### src/hw/wmdu_pkg.sv
// Constants, types and register map of the wide multiply/divide unit.
// Assumes an 8-bit core that decodes its own instructions and owns A, B and PSW.
// Behaviour
// - Both selects zero give classic 8-bit operations
// - 8-bit mode matches classic results and flags
// - 16x16 product into ext_b,B,A,ext_acc; OV upper
// - 16x16 multiply takes 16 clock cycles
// - 16/16 quotient A,ext_acc; remainder B,ext_b
// - 16/16 divide takes 16 clock cycles
// - 32/16 quotient A..ext_acc3; remainder B,ext_b
// - 32/16 divide takes 32 clock cycles
// - Long-divide bit 3 only counts in wide mode
// - Wide-mode bit 0 selects operand width
// - Same multiply and divide opcodes for all widths
package wmdu_pkg;

  localparam logic [7:0] ADDR_EXT_ACC2 = 8'hCE;
  localparam logic [7:0] ADDR_EXT_ACC3 = 8'hCF;
  localparam logic [7:0] ADDR_EXT_ACC = 8'hE6;
  localparam logic [7:0] ADDR_EXT_B = 8'hE7;
  localparam logic [7:0] ADDR_AUX_CTRL = 8'hF7;

  localparam logic [7:0] RST_EXT_ACC2 = 8'h00;
  localparam logic [7:0] RST_EXT_ACC3 = 8'h00;
  localparam logic [7:0] RST_EXT_ACC = 8'h00;
  localparam logic [7:0] RST_EXT_B = 8'h00;
  localparam logic [7:0] RST_AUX_CTRL = 8'h00;

  localparam int BIT_WIDE_MODE = 0;
  localparam int BIT_LONG_DIV = 3;

  localparam logic [7:0] OPC_MUL = 8'hA4;
  localparam logic [7:0] OPC_DIV = 8'h84;

  localparam logic [5:0] STEPS_8 = 6'h08;
  localparam logic [5:0] STEPS_16 = 6'h10;
  localparam logic [5:0] STEPS_32 = 6'h20;

  typedef enum logic [1:0]
  {
    WMDU_IDLE = 2'b00,
    WMDU_RUN = 2'b01,
    WMDU_DONE = 2'b11
  } wmdu_state_type;

endpackage

### src/hw/wmdu_engine.sv
// Iterative shift-add multiplier and restoring divider, one bit per step.
// Assumes the caller loads operands, then issues one step per enabled cycle.
`timescale 1ns/1ps
`default_nettype none
module wmdu_engine
(
  input wire logic clk_sys,
  input wire logic rst,
  input wire logic ce,
  input wire logic load,
  input wire logic step,
  input wire logic is_div,
  input wire logic [15:0] operand,
  input wire logic [31:0] load_val,
  output logic [16:0] rem_r,
  output logic [31:0] quo_r
);
  import wmdu_pkg::*;

  wire [16:0] add_sum;
  wire [16:0] div_trial;
  wire div_fits;
  wire [16:0] div_left;
  wire [16:0] rem_nxt;
  wire [31:0] quo_nxt;

  // Multiply: add multiplicand when low bit set, shift pair right
  assign add_sum = {1'b0, rem_r[15:0]} + (quo_r[0] ? {1'b0, operand} : 17'h00000);
  // Divide: shift in next dividend bit, subtract when it fits
  assign div_trial = {rem_r[15:0], quo_r[31]};
  assign div_fits = div_trial >= {1'b0, operand};
  assign div_left = div_trial - {1'b0, operand};
  assign rem_nxt = is_div ? (div_fits ? div_left : div_trial) : {1'b0, add_sum[16:1]};
  assign quo_nxt = is_div ? {quo_r[30:0], div_fits} :
    {16'h0000, add_sum[0], quo_r[15:1]};

  always_ff @(posedge clk_sys or posedge rst)
  begin
    if (rst)
    begin
      rem_r <= 17'h00000;
      quo_r <= 32'h00000000;
    end
    else if (ce && load)
    begin
      rem_r <= 17'h00000;
      quo_r <= load_val;
    end
    else if (ce && step)
    begin
      rem_r <= rem_nxt;
      quo_r <= quo_nxt;
    end
  end

endmodule
`default_nettype wire

### src/hw/wmdu_top.sv
// Wide multiply/divide unit with its expansion registers on the core's SFR port.
// Assumes the core offers each fetched opcode with A and B, and honours stall.
`timescale 1ns/1ps
`default_nettype none
module wmdu_top
(
  input wire logic clk_sys,
  input wire logic rst,
  input wire logic ce,
  input wire logic [7:0] sfr_addr,
  input wire logic sfr_wr,
  input wire logic [7:0] sfr_wdata,
  output logic [7:0] sfr_rdata,
  input wire logic op_valid,
  input wire logic [7:0] op_code,
  input wire logic [7:0] acc_in,
  input wire logic [7:0] b_in,
  output logic [7:0] acc_out,
  output logic [7:0] b_out,
  output logic ov_out,
  output logic result_wr,
  output logic stall
);
  import wmdu_pkg::*;

  wmdu_state_type state_r;
  wmdu_state_type state_nxt;
  logic [7:0] ext_acc_r;
  logic [7:0] ext_acc2_r;
  logic [7:0] ext_acc3_r;
  logic [7:0] ext_b_r;
  logic [7:0] aux_ctrl_r;
  logic [5:0] cnt_r;
  logic [5:0] cnt_nxt;
  logic op_mul_r;
  logic wide_r;
  logic long_r;
  logic [7:0] sfr_rdata_r;
  logic [7:0] acc_out_r;
  logic [7:0] b_out_r;
  logic ov_r;
  logic result_wr_r;
  logic stall_r;
  logic [16:0] eng_rem;
  logic [31:0] eng_quo;
  logic divisor_zero_r;
  logic [15:0] operand_r;

  // Step count for the selected width and operation
  function automatic logic [5:0] step_count(input logic wide, input logic long_sel,
                                            input logic is_mul);
    logic [5:0] n;
    n = STEPS_8;
    if (wide)
    begin
      n = (long_sel && !is_mul) ? STEPS_32 : STEPS_16;
    end
    return n;
  endfunction

  wire take_mul;
  wire take_div;
  wire take;
  wire cfg_wide;
  wire cfg_long;
  wire [15:0] eng_operand;
  wire [31:0] eng_load;
  wire [31:0] mul_load;
  wire [31:0] div_load;
  wire last_step;
  wire finish;
  wire sfr_write_ok;
  wire [15:0] prod8;
  wire [31:0] prod16;
  wire [7:0] res_acc;
  wire [7:0] res_b;
  wire res_ov;

  // Only the two classic opcodes start the unit, at every width
  assign take_mul = op_valid && (op_code == OPC_MUL);
  assign take_div = op_valid && (op_code == OPC_DIV);
  assign take = (state_r == WMDU_IDLE) && (take_mul || take_div);

  // Long-divide select is masked unless wide mode is on
  assign cfg_wide = aux_ctrl_r[BIT_WIDE_MODE];
  assign cfg_long = aux_ctrl_r[BIT_WIDE_MODE] && aux_ctrl_r[BIT_LONG_DIV];

  // Operand selection per width
  assign eng_operand = cfg_wide ? {ext_b_r, b_in} : {8'h00, b_in};
  assign mul_load = cfg_wide ? {16'h0000, ext_acc_r, acc_in} : {24'h000000, b_in};
  assign div_load = cfg_long ? {ext_acc3_r, ext_acc2_r, ext_acc_r, acc_in} :
    (cfg_wide ? {ext_acc_r, acc_in, 16'h0000} : {acc_in, 24'h000000});
  assign eng_load = take_mul ? mul_load : div_load;
  // Classic multiply feeds A as multiplicand and B as multiplier
  wire [15:0] mul_operand;
  assign mul_operand = cfg_wide ? {ext_b_r, b_in} : {8'h00, acc_in};

  assign last_step = (state_r == WMDU_RUN) && (cnt_r == 6'h00);
  assign finish = (state_r == WMDU_DONE);

  // Result mapping
  assign prod8 = {eng_rem[7:0], eng_quo[15:8]};
  assign prod16 = {eng_rem[15:0], eng_quo[15:0]};
  assign res_acc = op_mul_r ? (wide_r ? prod16[15:8] : prod8[7:0]) :
    (long_r ? eng_quo[31:24] : (wide_r ? eng_quo[15:8] : eng_quo[7:0]));
  assign res_b = op_mul_r ? (wide_r ? prod16[23:16] : prod8[15:8]) :
    (wide_r ? eng_rem[15:8] : eng_rem[7:0]);
  assign res_ov = op_mul_r ? (wide_r ? (prod16[31:16] != 16'h0000) :
    (prod8[15:8] != 8'h00)) : (divisor_zero_r);

  // Expansion registers are not writable while the core is stalled
  assign sfr_write_ok = sfr_wr && (state_r == WMDU_IDLE) && !take;

  always_comb
  begin
    state_nxt = state_r;
    cnt_nxt = cnt_r;
    case (state_r)
      WMDU_IDLE:
      begin
        if (take)
        begin
          state_nxt = WMDU_RUN;
          cnt_nxt = step_count(cfg_wide, cfg_long, take_mul) - 6'h01;
        end
      end
      WMDU_RUN:
      begin
        if (last_step)
        begin
          state_nxt = WMDU_DONE;
        end
        else
        begin
          cnt_nxt = cnt_r - 6'h01;
        end
      end
      WMDU_DONE:
      begin
        state_nxt = WMDU_IDLE;
      end
      default:
      begin
        state_nxt = WMDU_IDLE;
        cnt_nxt = 6'h00;
      end
    endcase
  end

  wmdu_engine u_engine
  (
    .clk_sys(clk_sys),
    .rst(rst),
    .ce(ce),
    .load(take),
    .step(state_r == WMDU_RUN),
    .is_div(take ? take_div : !op_mul_r),
    .operand(take ? eng_operand : operand_r),
    .load_val(eng_load),
    .rem_r(eng_rem),
    .quo_r(eng_quo)
  );

  always_ff @(posedge clk_sys or posedge rst)
  begin
    if (rst)
    begin
      state_r <= WMDU_IDLE;
      cnt_r <= 6'h00;
    end
    else if (ce)
    begin
      state_r <= state_nxt;
      cnt_r <= cnt_nxt;
    end
  end

  // Operation captured at start
  always_ff @(posedge clk_sys or posedge rst)
  begin
    if (rst)
    begin
      op_mul_r <= 1'b0;
      wide_r <= 1'b0;
      long_r <= 1'b0;
      operand_r <= 16'h0000;
      divisor_zero_r <= 1'b0;
    end
    else if (ce && take)
    begin
      op_mul_r <= take_mul;
      wide_r <= cfg_wide;
      long_r <= cfg_long;
      operand_r <= take_mul ? mul_operand : eng_operand;
      divisor_zero_r <= (eng_operand == 16'h0000);
    end
  end

  // Expansion registers: software writes, result write-back wins when done
  always_ff @(posedge clk_sys or posedge rst)
  begin
    if (rst)
    begin
      ext_acc_r <= RST_EXT_ACC;
      ext_acc2_r <= RST_EXT_ACC2;
      ext_acc3_r <= RST_EXT_ACC3;
      ext_b_r <= RST_EXT_B;
      aux_ctrl_r <= RST_AUX_CTRL;
    end
    else if (ce && finish && wide_r)
    begin
      if (op_mul_r)
      begin
        ext_b_r <= prod16[31:24];
        ext_acc_r <= prod16[7:0];
      end
      else if (long_r)
      begin
        ext_acc_r <= eng_quo[23:16];
        ext_acc2_r <= eng_quo[15:8];
        ext_acc3_r <= eng_quo[7:0];
        ext_b_r <= eng_rem[7:0];
      end
      else
      begin
        ext_acc_r <= eng_quo[7:0];
        ext_b_r <= eng_rem[7:0];
      end
    end
    else if (ce && sfr_write_ok)
    begin
      if (sfr_addr == ADDR_EXT_ACC)
        ext_acc_r <= sfr_wdata;
      if (sfr_addr == ADDR_EXT_ACC2)
        ext_acc2_r <= sfr_wdata;
      if (sfr_addr == ADDR_EXT_ACC3)
        ext_acc3_r <= sfr_wdata;
      if (sfr_addr == ADDR_EXT_B)
        ext_b_r <= sfr_wdata;
      if (sfr_addr == ADDR_AUX_CTRL)
        aux_ctrl_r <= sfr_wdata;
    end
  end

  // Read data, unmapped addresses read zero
  always_comb
  begin
    case (sfr_addr)
      ADDR_EXT_ACC: sfr_rdata_r = ext_acc_r;
      ADDR_EXT_ACC2: sfr_rdata_r = ext_acc2_r;
      ADDR_EXT_ACC3: sfr_rdata_r = ext_acc3_r;
      ADDR_EXT_B: sfr_rdata_r = ext_b_r;
      ADDR_AUX_CTRL: sfr_rdata_r = aux_ctrl_r;
      default: sfr_rdata_r = 8'h00;
    endcase
  end

  // Core-facing results and stall
  always_ff @(posedge clk_sys or posedge rst)
  begin
    if (rst)
    begin
      sfr_rdata <= 8'h00;
      acc_out_r <= 8'h00;
      b_out_r <= 8'h00;
      ov_r <= 1'b0;
      result_wr_r <= 1'b0;
      stall_r <= 1'b0;
    end
    else if (ce)
    begin
      sfr_rdata <= sfr_rdata_r;
      result_wr_r <= finish;
      if (take)
      begin
        stall_r <= 1'b1;
      end
      else if (finish)
      begin
        stall_r <= 1'b0;
        acc_out_r <= res_acc;
        b_out_r <= res_b;
        ov_r <= res_ov;
      end
    end
  end

  assign acc_out = acc_out_r;
  assign b_out = b_out_r;
  assign ov_out = ov_r;
  assign result_wr = result_wr_r;
  assign stall = stall_r;

endmodule
`default_nettype wire

### config.mk
export PLATFORM = sky130hd
export DESIGN_NAME = wmdu_top
export DESIGN_NICKNAME = d
export VERILOG_FILES = /design/src/hw/wmdu_pkg.sv /design/src/hw/wmdu_engine.sv /design/src/hw/wmdu_top.sv
export SDC_FILE = /design/constraint.sdc
export NUM_CORES = 1
export LEC_CHECK = 0
export ABC_CLOCK_PERIOD_IN_PS = 10000
export BUFFER_PORTS_ARGS = -buffer_cell sky130_fd_sc_hd__buf_2
export CAP_MARGIN = 10
export CELL_PAD_IN_SITES_DETAIL_PLACEMENT = 0
export CELL_PAD_IN_SITES_GLOBAL_PLACEMENT = 1
export CORE_ASPECT_RATIO = 0.5
export CORE_MARGIN = 10
export CORE_UTILIZATION = 50
export DETAILED_ROUTE_END_ITERATION = 10
export GPL_TIMING_DRIVEN = 0
export PLACE_DENSITY_LB_ADDON = 0.15
export SETUP_SLACK_MARGIN = 0.3
export SKIP_LAST_GASP = 1
export SLEW_MARGIN = 20
export SYNTH_ARGS = -nofsm -noshare
export SYNTH_HDL_FRONTEND = slang
export SYNTH_HIERARCHICAL = 1
export SYNTH_SLANG_ARGS = --single-unit
### constraint.sdc
create_clock -name clk_sys -period 10 [get_ports clk_sys]
set_input_delay 0.5 -clock clk_sys [delete_from_list [all_inputs] [get_ports clk_sys]]
set_output_delay 0.5 -clock clk_sys [all_outputs]
set_load 0.1 [all_outputs]
==> results of run 1 <==
==> power by group <==
group / switching [W] / internal, W
Clock: 0.000259 / 0.000362
Sequential: 0.0000976 / 0.000623
Combinational: 0.000467 / 0.000347
==> cells in the final DEF, fill, tap and decap left out, types with 6 or more instances in the layout <==
cell type,instances
o21ai_0,103
xnor2_1,18
a21o_2,8
nor2b_1,15
clkbuf_16,17
clkbuf_1,49
o2bb2ai_1,8
a21oi_1,79
nand2_1,143
nor2_1,103
a22o_1,10
a22oi_1,18
nand2b_1,6
a221oi_1,9
a21o_1,6
mux2_2,16
and2_1,25
and3_1,16
a222oi_1,12
xor2_1,8
clkinv_2,6
a31oi_1,11
inv_1,39
dfrtp_1,143
nor3_1,8
mux2i_1,79
o21ai_1,6
ha_1,33
buf_6,7
a211oi_1,18
a311o_1,8
buf_2,79
nand3_1,8
==> through the flow <==
step	power, W	std cells	instance area [µm²]	util [%]	setup WS (ns)
5_1_grt	0.00227	1485	11100	57.3	5.14
6_report	0.00216	1485	11100	57.3	5.51
3_5_place_dp	0.00154	1454	10500	54.5	5.41
3_3_place_gp	0.00152	1452	10500	54.2	5.46
2_1_floorplan	0.00131	1115	9810	-	6.10
4_1_cts	0.00215	1485	11100	57.3	5.55
==> worst max-delay path, stage by stage, from the launching register on <==
cell and delay, ns:
dfrtp_1 0.32, clkbuf_1 0.36, clkbuf_1 0.39, clkbuf_1 0.49, nand2_1 0.18, o21ai_0 0.29, inv_1 0.08, ha_1 0.37
a21o_1 0.19, a211o_1 0.28, a21oi_1 0.15, nor3b_1 0.33, a21o_1 0.34, buf_2 0.28, nor2_1 0.08, a21oi_1 0.13
o21ai_0 0.10
==> area by class of cell <==
| cell class | count | share of cell area, % |
|---|---|---|
| clock inverter | 12 | 1.09 |
| timing repair buffer | 73 | 3.63 |
| clock buffer | 19 | 3.90 |
| buffer | 71 | 3.55 |
| sequential | 143 | 32.2 |
| tap | 266 | 3.00 |
| inverter | 42 | 1.51 |
| multi-input combinational | 859 | 51.1 |
==> final timing paths <==
kind	to	slack [ns]	cells past startpoint
worst max-delay path	u_engine/rem_r[5]	5.51	16
worst min-delay path	b_out[2]	0.006	2
worst max register to register	u_engine/rem_r[5]	5.51	16
worst min register to register	acc_out[6]	0.47	2
max in group asynchronous	ext_acc3_r[4]	9.32	3
min in group clk_sys	aux_ctrl_r[5]	0.34	2
==> flip-flops by register name, indices dropped and copies added (netlist names) <==
signal,flops
acc_out,8
aux_ctrl_r,8
b_out,8
cnt_r,6
divisor_zero_r,1
ext_acc2_r,8
ext_acc3_r,8
ext_acc_r,8
ext_b_r,8
long_r,1
op_mul_r,1
operand_r,16
ov_out,1
result_wr,1
sfr_rdata,8
stall,1
state_r,2
u_engine/quo_r,32
u_engine/rem_r,16
wide_r,1
==> per-layer routing <==
metal	part of all wire (%)	wire, µm
met5	0	0
met4	1.5	496
met3	10	3440
met2	44	15000
met1	44	15200
==> flow_metrics.tcl, run 1 <==
set metrics [dict create \
    synthCells 1115 \
    rows 36 \
    cts_buffers 17 \
    fin_skew_ns 0.0103 \
    hold_buffers 0 \
    worst_ep_arrival_time_ns 4.79 \
    grt_pass1_wl_um 52700 \
    fin_crit_sh_pct 44.9 \
    clkTransAtPathRegs_ns 0.06 \
    hpwl_um 26500 \
    startpoint "aux_ctrl_r[0]" \
    cts_root_buffer "clkbuf_16" \
    required_ns 10.30 \
    grt_pass1_vias 8834 \
    peakVddDrop_uv 151 \
    drt_wl_total_um 34200 \
    cts_tree "done" \
    detail_route.vias_per_cell 6.16 \
    cp_max_fo 10 \
    rsz0062_at_grt "no" \
    initial_core_util_pct 50.6 \
    finalSetupTns_ns 0 \
    place_congestion 1.01 \
    syn-num-nets 1195 \
    slew_headroom_pct 42.2 \
    nNetsFinal 1287 \
    drt_iter0_markers 1243 \
    via_count 9147 \
    cts.path.max_buffers 2 \
    insertion_delay_ns 0.44 \
    syn_area_mm2 0.00981 \
    finalCriticalPeriod_ns 4.49 \
    floorplan.die_area_mm2 0.0260 \
    setup_violations 0 \
    ant_nets 0 \
    worstMarginPinSlew_ns 0.867 \
    outcome "finished clean" \
    boundaryPins 72 \
    finalHoldViolations 0 \
    worstSetupStartpointType "register" \
    end_kind "register" \
    antenna_found_initial 0 \
    h-tree-depth 4 \
    seq_area_mm2 0.00358 \
    fmax_mhz 223 \
    antenna_cells 0 \
    maxCapViolations 0 \
    use_met3_pct 7.78 \
    hold-worst-slack_ns 0.00612 \
    drc 0 \
    grt-ovfl-total 0 \
    ys.warnings.count 6 \
    fillers 1851 \
    p_per_area_mw_per_mm2 194 \
    r2r-start "aux_ctrl_r[0]" \
    grt_use_total_pct 26.2 \
    grt_use_met2_pct 39.2 \
    dr.pass1.iters 6 \
    slew_violations 0 \
    clock_sink_count 143 \
    cts_setup_buffers 0 \
    wl_per_cell_um 23.0 \
    syn_area_per_cell_um2 8.80 \
    grt_max_degree 77 \
    io_buffers 71 \
    use_met1_pct 36.0 \
    grt_busiest_layer "met2" \
    drive_gt1_share_pct 14.5 \
    min-delay-path-class "in -> async" \
    coreArea_mm2 0.0194 \
    p_leak_nw 5.10 \
    post_cts_resized 0 \
    dieHeight_um 119 \
    worstSetupPathType "reg -> reg" \
    multi_input_area_mm2 0.00567 \
    area_growth_pct 13.2 \
    die_x_um 218 \
]
Note: power is estimated with default switching activity, not from simulation.
==> run 2, diff against run 1 <==
--- a/config.mk
+++ b/config.mk
@@ -5,14 +5,15 @@
 export SDC_FILE = /design/constraint.sdc
 export NUM_CORES = 1
 export LEC_CHECK = 0
-export ABC_CLOCK_PERIOD_IN_PS = 10000
+export ABC_AREA = 1
+export ABC_CLOCK_PERIOD_IN_PS = 3990
 export BUFFER_PORTS_ARGS = -buffer_cell sky130_fd_sc_hd__buf_2
 export CAP_MARGIN = 10
 export CELL_PAD_IN_SITES_DETAIL_PLACEMENT = 0
 export CELL_PAD_IN_SITES_GLOBAL_PLACEMENT = 1
 export CORE_ASPECT_RATIO = 0.5
 export CORE_MARGIN = 10
-export CORE_UTILIZATION = 50
+export CORE_UTILIZATION = 40
 export DETAILED_ROUTE_END_ITERATION = 10
 export GPL_TIMING_DRIVEN = 0
 export PLACE_DENSITY_LB_ADDON = 0.15
==> constraint.sdc (replaced) <==
create_clock -name clk_sys -period 3.99 [get_ports clk_sys]
set_input_delay 0.1995 -clock clk_sys [delete_from_list [all_inputs] [get_ports clk_sys]]
set_output_delay 0.1995 -clock clk_sys [all_outputs]
set_load 0.1 [all_outputs]
==> run 2 against run 1 <==
Clock-buffer cell count grew 1; highest routed layer unchanged; hold slack gained 0.010 ns; largest power group unchanged; die area grew 28%; clock power grew to 2.5 times the previous value; via count grew 23%; routed wire length grew 21%.
==> flow_metrics.tcl, run 2 <==
set metrics [dict create \
    outcome "finished clean" \
    initial_core_util_pct 40.8 \
    worstSetupStartpointType "register" \
    cts.path.max_buffers 2 \
    via_count 11283 \
    finalCriticalPeriod_ns 3.52 \
    coreArea_mm2 0.0253 \
    fin_skew_ns 0.0108 \
    finalHoldViolations 0 \
    finalSetupTns_ns 0 \
    p_leak_nw 6.15 \
    grt-ovfl-total 0 \
    combPwrFrac_pct 44.9 \
    rows 41 \
    syn_area_mm2 0.0103 \
    top_register "u_engine/quo_r" \
    ant_nets 0 \
    io_buffers 71 \
    final_cells 2041 \
    worstSetupPathType "reg -> reg" \
    die_x_um 247 \
    ys.warnings.count 6 \
    grt_max_degree 60 \
    drive_gt1_share_pct 10.1 \
    cp_max_fo 10 \
    worstMarginPinSlew_ns 0.768 \
    required_ns 4.33 \
    cts_root_buffer "clkbuf_16" \
    grt_pass1_vias 10711 \
    largest_reg_flops 32 \
    grt_pass1_wl_um 63700 \
    fin_crit_sh_pct 88.3 \
    p_switching_w 0.00313 \
    clkTransAtPathRegs_ns 0.07 \
    dieHeight_um 134 \
    place_inst 2007 \
    drt_iter0_markers 1284 \
    insertion_delay_ns 0.45 \
    cts_tree "done" \
    nNetsFinal 1764 \
    syn_area_per_cell_um2 6.51 \
    p_int_w 0.00351 \
    place_congestion 1.02 \
    final_common_cell "nand2_1" \
    p_clk_share_pct 23.6 \
    setup_violations 0 \
    final_cell_mix "nand2_1 (566), inv_1 (169), dfrtp_1 (143)" \
    cts_buffers 17 \
    r2r_slack_ns 0.47 \
    setup_slack_ns 0.468 \
    r2r-start "state_r[1]" \
    worst_ep_arrival_time_ns 3.86 \
    rsz0062_at_grt "yes" \
    startpoint "state_r[1]" \
    seq_area_mm2 0.00358 \
    maxCapViolations 0 \
    hp-start "sfr_wdata[6]" \
    antenna_found_initial 0 \
    p_per_area_mw_per_mm2 559 \
    h-tree-depth 4 \
    fmax_mhz 284 \
    floorplan.die_area_mm2 0.0331 \
    fillers 2761 \
    wl_per_cell_um 20.3 \
    end_kind "register" \
    drt_wl_total_um 41400 \
    clock_sink_count 143 \
    drc 0 \
    syn-num-nets 1670 \
    slew_violations 0 \
    power_frac_seq_pct 31.5 \
    dpl_worst_slack_ns -0.211 \
    boundaryPins 72 \
    grt_use_total_pct 25.2 \
    peakVddDrop_uv 448 \
    area_growth_pct 14.5 \
    slew_headroom_pct 48.8 \
    min-delay-path-class "in -> reg" \
    reg_top3 "u_engine/quo_r: 32 flops, operand_r: 16 flops, u_engine/rem_r: 16 flops" \
    synthCells 1590 \
    dr.pass1.iters 8 \
    antenna_cells 0 \
    swShare_pct 47.1 \
    hpwl_um 32900 \
    detail_route.vias_per_cell 5.53 \
    multi_input_area_mm2 0.00591 \
]
## run 2: layout make-up
cell class,instances,area share (%)
flip-flops and latches,143,30.2
inverters,181,5.79
plain buffers,60,2.31
repair buffers,75,3.55
clock buffers,20,3.77
well taps,344,3.63
multi-input cells,1206,49.8
clock inverters,12,0.950
## run 2: power by group through the flow
stage	registers (W)	logic (W)	clock network, W
after floorplan	0.00223	0.00194	0
after global placement	0.00210	0.00289	0
after detailed placement	0.00210	0.00293	0
after CTS	0.00208	0.00294	0.00158
after global routing	0.00211	0.00332	0.00165
final	0.00209	0.00298	0.00156
## run 2: critical path: stages (launching register included)
cell and delay [ns]:
dfrtp_1 0.45, nor3_4 0.38, inv_1 0.18, buf_2 0.29
o21ai_2 0.37, inv_1 0.08, ha_1 0.37, nand2_1 0.15
nor2_4 0.10, nand2_1 0.05, o21ai_1 0.20, nor2_2 0.09
nand2_4 0.17, inv_4 0.05, buf_6 0.14, nand2_2 0.06
nand3_2 0.09, o21ai_1 0.10, nand2_1 0.07
## run 2: what timing repair did
| item | 4_1_cts | 5_1_grt |
|---|---|---|
| setup endpoints to repair | 17 | 18 |
| hold buffers | 1 | 0 |
| hold endpoints to repair | 52 | 0 |
| pin swaps | 0 | 1 |
| resized for setup | 14 | 29 |
| buffers inserted | 0 | 1 |
## run 2: stage by stage
stage | hold slack, ns | power [W] | utilization [%] | cell area (µm²)
CTS | 0.00137 | 0.00660 | 46.4 | 11800
floorplan | 0.340 | 0.00417 | - | 10300
detailed placement | 0.238 | 0.00503 | 44.1 | 11200
finish | 0.0165 | 0.00663 | 46.8 | 11900
global placement | 0.459 | 0.00499 | 43.9 | 11100
global route | 0.0221 | 0.00707 | 46.8 | 11900
## run 2: path summary, 6_finish.rpt
check | endpoint | cells past startpoint
max in group asynchronous | cnt_r[5] | 4
min in group asynchronous | acc_out[7] | 3
max reg2reg | u_engine/rem_r[5] | 18
max | u_engine/rem_r[5] | 18
min reg2reg | result_wr | 2
min | aux_ctrl_r[6] | 3
## run 2: metal layers
metal	track usage, %	vias up	share of wire (%)
met5	0	-	0
met3	4.75	66	8.4
met2	38.3	463	44
met4	7.31	0	1.8
li1	-	5364	-
met1	35.4	5390	46
